`src/rtl/anp_pkg.sv`:
```
/*
 * Shared constants and types for the auto-negotiation next-page register
 * block: register indices and byte addresses, reset values, field masks,
 * the next-page word layout and the bus state encodings.
 * Assumes a 32-bit AXI4-Lite register bus with one word per register.
 */
package anp_pkg;

   // ------------------------------------------------------------------
   // register map
   // ------------------------------------------------------------------
   localparam int unsigned ADDR_W = 8;
   localparam logic [7:0] LOCAL_IDX = 8'h07;
   localparam logic [7:0] PARTNER_IDX = 8'h08;
   localparam logic [7:0] STATUS_IDX = 8'h10;
   // byte address is four times the index
   localparam logic [7:0] LOCAL_ADDR = {LOCAL_IDX[5:0], 2'b00};
   localparam logic [7:0] PARTNER_ADDR = {PARTNER_IDX[5:0], 2'b00};
   localparam logic [7:0] STATUS_ADDR = {STATUS_IDX[5:0], 2'b00};

   // ------------------------------------------------------------------
   // reset values and field masks
   // ------------------------------------------------------------------
   localparam logic [15:0] LOCAL_RESET = 16'h2001;
   localparam logic [15:0] PARTNER_RESET = 16'h0000;
   localparam logic [15:0] LOCAL_WR_MASK = 16'hB7FF;
   localparam logic [2:0] STATUS_RESET = 3'h0;
   localparam int unsigned ST_RCVD_BIT = 0;
   localparam int unsigned ST_SENT_BIT = 1;
   localparam int unsigned ST_PEND_BIT = 2;

   // ------------------------------------------------------------------
   // bus answers
   // ------------------------------------------------------------------
   localparam logic [1:0] RESP_OKAY = 2'h0;
   localparam logic [1:0] RESP_SLVERR = 2'h2;

   // ------------------------------------------------------------------
   // types
   // ------------------------------------------------------------------
   // one next-page link code word, bit 15 first
   typedef struct packed {
      logic more;
      logic ack;
      logic msg;
      logic ack2;
      logic toggle;
      logic [10:0] code;
   } anp_page_t;

   typedef enum logic [1:0] {
      WR_COLLECT = 2'b01,
      WR_RESP = 2'b10
   } anp_wr_state_t;

   typedef enum logic [1:0] {
      RD_IDLE = 2'b01,
      RD_DATA = 2'b10
   } anp_rd_state_t;

endpackage

```
`src/rtl/anp_toggle_track.sv`:
```
/*
 * Toggle tracker for outgoing next pages: holds the toggle bit that the
 * next transmitted page carries.
 * Assumes page_sent is a one-cycle pulse on aclk per exchanged page.
 */
module anp_toggle_track (
   input wire logic aclk,
   input wire logic aresetn,
   input wire logic page_sent,
   output logic toggle
);

   // each exchange flips the bit, so the next word carries the inverse
   always_ff @(posedge aclk) begin
      if (!aresetn) begin
         toggle <= 1'b0;
      end else if (page_sent) begin
         toggle <= ~toggle;
      end
   end

endmodule

```
`src/rtl/anp_partner_capture.sv`:
```
/*
 * Capture of the next page received from the link partner, with a sticky
 * page-received flag.
 * Assumes page_rcvd is a one-cycle pulse on aclk with rx_page valid then.
 */
module anp_partner_capture (
   input wire logic aclk,
   input wire logic aresetn,
   input wire logic page_rcvd,
   input wire anp_pkg::anp_page_t rx_page,
   input wire logic clear_rcvd,
   output anp_pkg::anp_page_t partner,
   output logic rcvd_flag
);

   // whole word taken at once so fields never mix two pages
   always_ff @(posedge aclk) begin
      if (!aresetn) begin
         partner <= anp_pkg::PARTNER_RESET;
      end else if (page_rcvd) begin
         partner <= rx_page;
      end
   end

   // a page arriving during the clear keeps the flag set
   always_ff @(posedge aclk) begin
      if (!aresetn) begin
         rcvd_flag <= 1'b0;
      end else if (page_rcvd) begin
         rcvd_flag <= 1'b1;
      end else if (clear_rcvd) begin
         rcvd_flag <= 1'b0;
      end
   end

endmodule

```
`src/rtl/anp_next_page_regs.sv`:
```
/*
 * Auto-negotiation next-page registers: the local next-page word that
 * software loads for transmission, the captured partner next page, and a
 * status word, all behind an AXI4-Lite slave.
 * Assumes the auto-negotiation engine runs on aclk, pulses an_page_sent
 * once per exchanged local page and an_page_rcvd once per received page.
 */

module anp_next_page_regs (
   input wire logic aclk,
   input wire logic aresetn,
   // AXI4-Lite write address channel
   input wire logic [7:0] s_axi_awaddr,
   input wire logic [2:0] s_axi_awprot,
   input wire logic s_axi_awvalid,
   output logic s_axi_awready,
   // AXI4-Lite write data channel
   input wire logic [31:0] s_axi_wdata,
   input wire logic [3:0] s_axi_wstrb,
   input wire logic s_axi_wvalid,
   output logic s_axi_wready,
   // AXI4-Lite write response channel
   output logic [1:0] s_axi_bresp,
   output logic s_axi_bvalid,
   input wire logic s_axi_bready,
   // AXI4-Lite read address channel
   input wire logic [7:0] s_axi_araddr,
   input wire logic [2:0] s_axi_arprot,
   input wire logic s_axi_arvalid,
   output logic s_axi_arready,
   // AXI4-Lite read data channel
   output logic [31:0] s_axi_rdata,
   output logic [1:0] s_axi_rresp,
   output logic s_axi_rvalid,
   input wire logic s_axi_rready,
   // auto-negotiation engine side
   input wire logic an_page_sent,
   input wire logic an_page_rcvd,
   input wire anp_pkg::anp_page_t an_rx_page,
   output anp_pkg::anp_page_t an_tx_page,
   output logic an_tx_pending
);

   // ------------------------------------------------------------------
   // declarations
   // ------------------------------------------------------------------
   anp_pkg::anp_wr_state_t wr_state;
   anp_pkg::anp_wr_state_t next_wr_state;
   anp_pkg::anp_rd_state_t rd_state;
   anp_pkg::anp_rd_state_t next_rd_state;

   logic aw_held;
   logic w_held;
   logic [7:0] aw_addr;
   logic [31:0] w_data;
   logic [3:0] w_strb;

   logic [15:0] local_store;
   logic toggle;
   anp_pkg::anp_page_t partner;
   logic rcvd_flag;
   logic sent_flag;
   logic pending;

   wire aw_take;
   wire w_take;
   wire do_write;
   wire [7:0] wr_addr;
   wire [31:0] wr_data;
   wire [3:0] wr_strb;
   wire wr_hit_local;
   wire wr_hit_status;
   wire wr_mapped;
   wire [15:0] lane_mask;
   wire [15:0] local_wmask;
   wire [15:0] next_local;
   wire clear_rcvd;
   wire clear_sent;

   wire ar_take;
   wire rd_hit_local;
   wire rd_hit_partner;
   wire rd_hit_status;
   wire rd_mapped;
   wire [15:0] local_view;
   wire [2:0] status_view;
   wire [31:0] rd_word;

   // ------------------------------------------------------------------
   // write channels
   // ------------------------------------------------------------------
   // address and data are taken independently, in either order
   assign s_axi_awready = (wr_state == anp_pkg::WR_COLLECT) && !aw_held;
   assign s_axi_wready = (wr_state == anp_pkg::WR_COLLECT) && !w_held;
   assign aw_take = s_axi_awvalid && s_axi_awready;
   assign w_take = s_axi_wvalid && s_axi_wready;

   // the write commits in the cycle both halves are present
   assign do_write = (wr_state == anp_pkg::WR_COLLECT)
                     && (aw_held || aw_take) && (w_held || w_take);
   assign wr_addr = aw_held ? aw_addr : s_axi_awaddr;
   assign wr_data = w_held ? w_data : s_axi_wdata;
   assign wr_strb = w_held ? w_strb : s_axi_wstrb;

   // low two address bits are ignored, registers are whole words
   assign wr_hit_local = wr_addr[7:2] == anp_pkg::LOCAL_ADDR[7:2];
   assign wr_hit_status = wr_addr[7:2] == anp_pkg::STATUS_ADDR[7:2];
   assign wr_mapped = wr_hit_local || wr_hit_status
                      || (wr_addr[7:2] == anp_pkg::PARTNER_ADDR[7:2]);

   // byte lanes 0 and 1 cover the 16-bit word, upper lanes have no storage
   assign lane_mask = {{8{wr_strb[1]}}, {8{wr_strb[0]}}};
   // toggle and reserved bit are not writable
   assign local_wmask = lane_mask & anp_pkg::LOCAL_WR_MASK;
   assign next_local = (local_store & ~local_wmask)
                       | (wr_data[15:0] & local_wmask);

   // write-one-to-clear on the sticky status bits
   assign clear_rcvd = do_write && wr_hit_status && wr_strb[0]
                       && wr_data[anp_pkg::ST_RCVD_BIT];
   assign clear_sent = do_write && wr_hit_status && wr_strb[0]
                       && wr_data[anp_pkg::ST_SENT_BIT];

   // write state sequencing
   always_comb begin
      next_wr_state = wr_state;
      case (wr_state)
         anp_pkg::WR_COLLECT: begin
            if (do_write) begin
               next_wr_state = anp_pkg::WR_RESP;
            end
         end
         anp_pkg::WR_RESP: begin
            if (s_axi_bready) begin
               next_wr_state = anp_pkg::WR_COLLECT;
            end
         end
         default: begin
            next_wr_state = anp_pkg::WR_COLLECT;
         end
      endcase
   end

   always_ff @(posedge aclk) begin
      if (!aresetn) begin
         wr_state <= anp_pkg::WR_COLLECT;
      end else begin
         wr_state <= next_wr_state;
      end
   end

   // hold whichever half arrives first until its partner shows up
   always_ff @(posedge aclk) begin
      if (!aresetn) begin
         aw_held <= 1'b0;
         aw_addr <= 8'h00;
      end else if (do_write) begin
         aw_held <= 1'b0;
      end else if (aw_take) begin
         aw_held <= 1'b1;
         aw_addr <= s_axi_awaddr;
      end
   end

   always_ff @(posedge aclk) begin
      if (!aresetn) begin
         w_held <= 1'b0;
         w_data <= 32'h0000_0000;
         w_strb <= 4'h0;
      end else if (do_write) begin
         w_held <= 1'b0;
      end else if (w_take) begin
         w_held <= 1'b1;
         w_data <= s_axi_wdata;
         w_strb <= s_axi_wstrb;
      end
   end

   // response registered with the commit; unmapped words answer SLVERR
   always_ff @(posedge aclk) begin
      if (!aresetn) begin
         s_axi_bresp <= anp_pkg::RESP_OKAY;
      end else if (do_write) begin
         s_axi_bresp <= wr_mapped ? anp_pkg::RESP_OKAY
                                  : anp_pkg::RESP_SLVERR;
      end
   end

   // answer stands until the master raises bready
   assign s_axi_bvalid = wr_state == anp_pkg::WR_RESP;

   // ------------------------------------------------------------------
   // local next-page word
   // ------------------------------------------------------------------
   // reset advertises a null message page with no further pages
   always_ff @(posedge aclk) begin
      if (!aresetn) begin
         local_store <= anp_pkg::LOCAL_RESET;
      end else if (do_write && wr_hit_local) begin
         local_store <= next_local;
      end
   end

   anp_toggle_track u_toggle (
      .aclk(aclk),
      .aresetn(aresetn),
      .page_sent(an_page_sent),
      .toggle(toggle)
   );

   // software view: toggle from the tracker, reserved bit forced low
   assign local_view = {local_store[15], 1'b0, local_store[13:12],
                        toggle, local_store[10:0]};

   // word handed to the engine lags the register by one cycle
   always_ff @(posedge aclk) begin
      if (!aresetn) begin
         an_tx_page <= anp_pkg::LOCAL_RESET;
      end else begin
         an_tx_page <= local_view;
      end
   end

   // pending: a word was loaded and not yet exchanged; a write that
   // meets the exchange edge was not the word sent, so it stays pending
   always_ff @(posedge aclk) begin
      if (!aresetn) begin
         pending <= 1'b0;
      end else if (do_write && wr_hit_local) begin
         pending <= 1'b1;
      end else if (an_page_sent) begin
         pending <= 1'b0;
      end
   end

   // level to the engine: a fresh word is waiting to go out
   assign an_tx_pending = pending;

   // ------------------------------------------------------------------
   // partner page and status
   // ------------------------------------------------------------------
   anp_partner_capture u_capture (
      .aclk(aclk),
      .aresetn(aresetn),
      .page_rcvd(an_page_rcvd),
      .rx_page(an_rx_page),
      .clear_rcvd(clear_rcvd),
      .partner(partner),
      .rcvd_flag(rcvd_flag)
   );

   // sticky exchange flag, a new exchange beats the software clear
   always_ff @(posedge aclk) begin
      if (!aresetn) begin
         sent_flag <= 1'b0;
      end else if (an_page_sent) begin
         sent_flag <= 1'b1;
      end else if (clear_sent) begin
         sent_flag <= 1'b0;
      end
   end

   // status word packs the three flags, received in bit 0
   assign status_view = {pending, sent_flag, rcvd_flag};

   // ------------------------------------------------------------------
   // read channels
   // ------------------------------------------------------------------
   // one read in flight; a new address waits while data stands
   assign s_axi_arready = rd_state == anp_pkg::RD_IDLE;
   assign ar_take = s_axi_arvalid && s_axi_arready;

   // decode on the word index, byte offset bits dropped
   assign rd_hit_local = s_axi_araddr[7:2] == anp_pkg::LOCAL_ADDR[7:2];
   assign rd_hit_partner =
      s_axi_araddr[7:2] == anp_pkg::PARTNER_ADDR[7:2];
   assign rd_hit_status = s_axi_araddr[7:2] == anp_pkg::STATUS_ADDR[7:2];
   assign rd_mapped = rd_hit_local || rd_hit_partner || rd_hit_status;

   // upper bits of every word read as zero
   assign rd_word = rd_hit_local ? {16'h0000, local_view}
                  : rd_hit_partner ? {16'h0000, partner}
                  : rd_hit_status ? {29'h0000_0000, status_view}
                  : 32'h0000_0000;

   // read state sequencing
   always_comb begin
      next_rd_state = rd_state;
      case (rd_state)
         anp_pkg::RD_IDLE: begin
            if (ar_take) begin
               next_rd_state = anp_pkg::RD_DATA;
            end
         end
         anp_pkg::RD_DATA: begin
            if (s_axi_rready) begin
               next_rd_state = anp_pkg::RD_IDLE;
            end
         end
         default: begin
            next_rd_state = anp_pkg::RD_IDLE;
         end
      endcase
   end

   always_ff @(posedge aclk) begin
      if (!aresetn) begin
         rd_state <= anp_pkg::RD_IDLE;
      end else begin
         rd_state <= next_rd_state;
      end
   end

   // data sampled at the address edge and held until taken
   always_ff @(posedge aclk) begin
      if (!aresetn) begin
         s_axi_rdata <= 32'h0000_0000;
         s_axi_rresp <= anp_pkg::RESP_OKAY;
      end else if (ar_take) begin
         s_axi_rdata <= rd_word;
         s_axi_rresp <= rd_mapped ? anp_pkg::RESP_OKAY
                                  : anp_pkg::RESP_SLVERR;
      end
   end

   // read answer stands until rready is seen
   assign s_axi_rvalid = rd_state == anp_pkg::RD_DATA;

endmodule

```
`config.mk`:
```
export PLATFORM = sky130hd
export DESIGN_NAME = anp_next_page_regs
export DESIGN_NICKNAME = d
export VERILOG_FILES = /design/src/rtl/anp_pkg.sv /design/src/rtl/anp_toggle_track.sv /design/src/rtl/anp_partner_capture.sv /design/src/rtl/anp_next_page_regs.sv
export SDC_FILE = /design/constraint.sdc
export NUM_CORES = 1
export LEC_CHECK = 0
export BUFFER_PORTS_ARGS = -buffer_cell sky130_fd_sc_hd__buf_2
export CAP_MARGIN = 30
export CORE_ASPECT_RATIO = 0.8
export CORE_UTILIZATION = 50
export DETAILED_ROUTE_END_ITERATION = 12
export GPL_TIMING_DRIVEN = 0
export PLACE_DENSITY = 0.83
export SYNTH_ARGS = -nofsm -noshare
export SYNTH_HDL_FRONTEND = slang
export SYNTH_SLANG_ARGS = --single-unit
```
`constraint.sdc`:
```
create_clock -name aclk -period 2.1 [get_ports aclk]
set_input_delay 0.21 -clock aclk [delete_from_list [all_inputs] [get_ports aclk]]
set_output_delay 0.21 -clock aclk [all_outputs]
set_load 0.02 [all_outputs]
```
==> flow_metrics.tcl <==
set metrics [dict create \
    ys.flop_type "dfxtp_1" \
    grt.overflow.total 0 \
    hold_viol 0 \
    grt_pass1_wl_mm 14.9 \
    crit_path_start_kind "flip-flop" \
    dp_slack_ns 0.147 \
    vias 3257 \
    hold_buffers 0 \
    io-pin-count 141 \
    ys_types 45 \
    synth_edf_count 0 \
    drv_cap 0 \
    synth_top_area_share_pct 47.6 \
    drtIter0Drc 132 \
    max_freq_mhz 505 \
    wl_met3_um 655 \
    highest_layer "met4" \
    powerDensity_nw_per_um2 771 \
    ys_warn_count 0 \
    synth-seq-cells 95 \
    cp_max_fo 6 \
    routed_wl_mm 9.38 \
    setup_violations 0 \
    cts_buffer_depth 2 \
    min_period_ns 1.98 \
    r2r-start "aw_held" \
    yosysMostFrequentCell "dfxtp_1" \
    num_antenna_cells 0 \
    firstDrtPassIters 4 \
    fp.dieArea_um2 8350 \
    h-tree-depth 3 \
    final.setup.worst_slack_ns 0.119 \
    required_ns 2.35 \
    core_area_um2 7570 \
    place.gp.congestion 0.848 \
    postRouteAntennaNets 0 \
    row_count 28 \
    async_flop_share_pct 0 \
    antenna_found_initial 0 \
    holdPathStages 3 \
    clkSinkCount 95 \
    final_net_count 607 \
    hold_class "primary input to flip-flop" \
    clk_pin_slew_ns 0.10 \
    hpwl_mm 7.13 \
    cts_resized 0 \
    rsz0062_at_grt "no" \
    crit_path_end_kind "flip-flop" \
    clk-insertion-delay-late_ns 0.37 \
    cts_setup_buffers 0 \
    syn_avg_cell_area_um2 9.81 \
    synth_top_cell_by_area "dfxtp_1" \
    start_util_pct 52.7 \
    grt_pass1_vias 3155 \
    rrSetupSlack_ns 0.12 \
    synthesis.area_um2 3990 \
    status "completed" \
    ys_seq_area_share_pct 47.6 \
    die_w_um 102 \
    tns_ns 0 \
    wl_met2_mm 4.39 \
    die_h_um 81.9 \
    worst_pin_slew_ns 0.656 \
    drc 0 \
    reg2regPathDepth 4 \
    cts_buffers 9 \
    drv_slew 0 \
    route.detailed.wl_per_inst_um 14.8 \
    fin_crit_sh_pct 94.3 \
    crit_type "flip-flop to flip-flop" \
    worst_ir_drop_vdd_uv 482 \
    synthCells 407 \
    viasPerCell 5.14 \
    crit_start "aw_held" \
    grt_use_total_pct 23.9 \
    wl_met1_mm 4.20 \
    cts_root_buffer "clkbuf_8" \
    yosys-top-cells-area "dfxtp_1, mux2i_1, nor2_1, buf_4, mux2_2" \
    cts_tree "yes" \
    slew_headroom_pct 56.3 \
    numPortBuffers 88 \
    p_leak_nw 2.24 \
    synth_common_cells "dfxtp_1, nor2_1, mux2i_1" \
    grt_max_degree 17 \
    fin_skew_ns 0.0130 \
    syn_to_final_growth_pct 21.0 \
    arrival_ns 2.23 \
    drive_above_1_share_pct 29.3 \
]
==> metrics by stage <==
stage          std cells  area [um2]  total power [mW]  hold WS (ns)  utilization [%]
6_report             634        4830              3.72        0.0810             63.8
5_1_grt              634        4830              3.87        0.0858             63.8
4_1_cts              634        4830              3.73        0.0733             63.8
3_5_place_dp         618        4630              2.56         0.458             61.2
3_3_place_gp         618        4630              2.54         0.446             61.2
2_1_floorplan        425        4060              2.38         0.301                -
==> worst max-delay path, cell delays in order (launching register included) <==
cell and delay (ns):
dfxtp_1 0.42, nor4b_2 0.25, nand2_2 0.15, a2111oi_4 0.65, mux2_2 0.41
==> layout make-up <==
type	instances	area, um2
Buffer	43	253
Clock buffer	10	128
Clock inverter	6	70.1
Fill cell	620	2740
Inverter	7	26.3
Multi-Input combinational cell	280	1880
Sequential cell	95	1900
Tap cell	105	131
Timing Repair Buffer	88	440
==> layout by cell type, fill, tap and decap left out, types with 2 or more instances in the layout <==
cell type,synthesis,layout
nand3b_1,9,9
buf_1,2,2
nand2b_1,4,4
nand3_1,3,3
and2_1,13,13
buf_4,23,23
xnor2_1,3,3
a31oi_1,2,2
o21ai_0,20,20
mux2_2,15,15
a22oi_1,12,12
dfxtp_1,95,95
mux2i_1,53,53
clkinvlp_4,0,2
clkbuf_1,14,15
nor3_1,2,2
clkbuf_8,0,9
nor4b_2,2,2
a21oi_1,29,29
nor2b_1,6,6
nor2_1,59,59
buf_2,4,92
conb_1,1,19
nand2_1,8,8
inv_1,6,6
==> where the power goes <==
part           internal, mW  switching [mW]  total, mW
sequential             1.89          0.0519       1.94
combinational         0.241           0.348      0.589
clock                 0.559           0.638       1.20
==> cells by family (layout without fill, tap and decap cells) <==
kind of cell | Yosys count | count (layout) | synth area share, %
compound gates | 73 | 73 | 11.8
xor+xnor | 4 | 4 | 0.878
buf+inv | 50 | 154 | 6.99
flops | 95 | 95 | 47.6
mux | 68 | 68 | 17.5
other cells | 1 | 19 | 0.0940
simple gates | 116 | 116 | 15.0
==> routing by layer <==
layer	vias up	GRT usage [%]
met5	-	0
met4	0	7.43
met3	16	6.47
met2	119	40.7
met1	1514	29.6
li1	1608	-
==> worst min-delay path by stage <==
stage	slack, ns	end	startpoint
2_1_floorplan	0.30	an_tx_page[0]	aresetn
3_3_place_gp	0.45	u_capture.partner[7]	an_rx_page[7]
3_5_place_dp	0.46	an_tx_page[13]	flip-flop
4_1_cts	0.07	u_capture.partner[2]	an_rx_page[2]
5_1_grt	0.09	u_capture.partner[3]	an_rx_page[3]
6_report	0.08	u_capture.partner[2]	an_rx_page[2]
(Power assumes the default switching activity.)
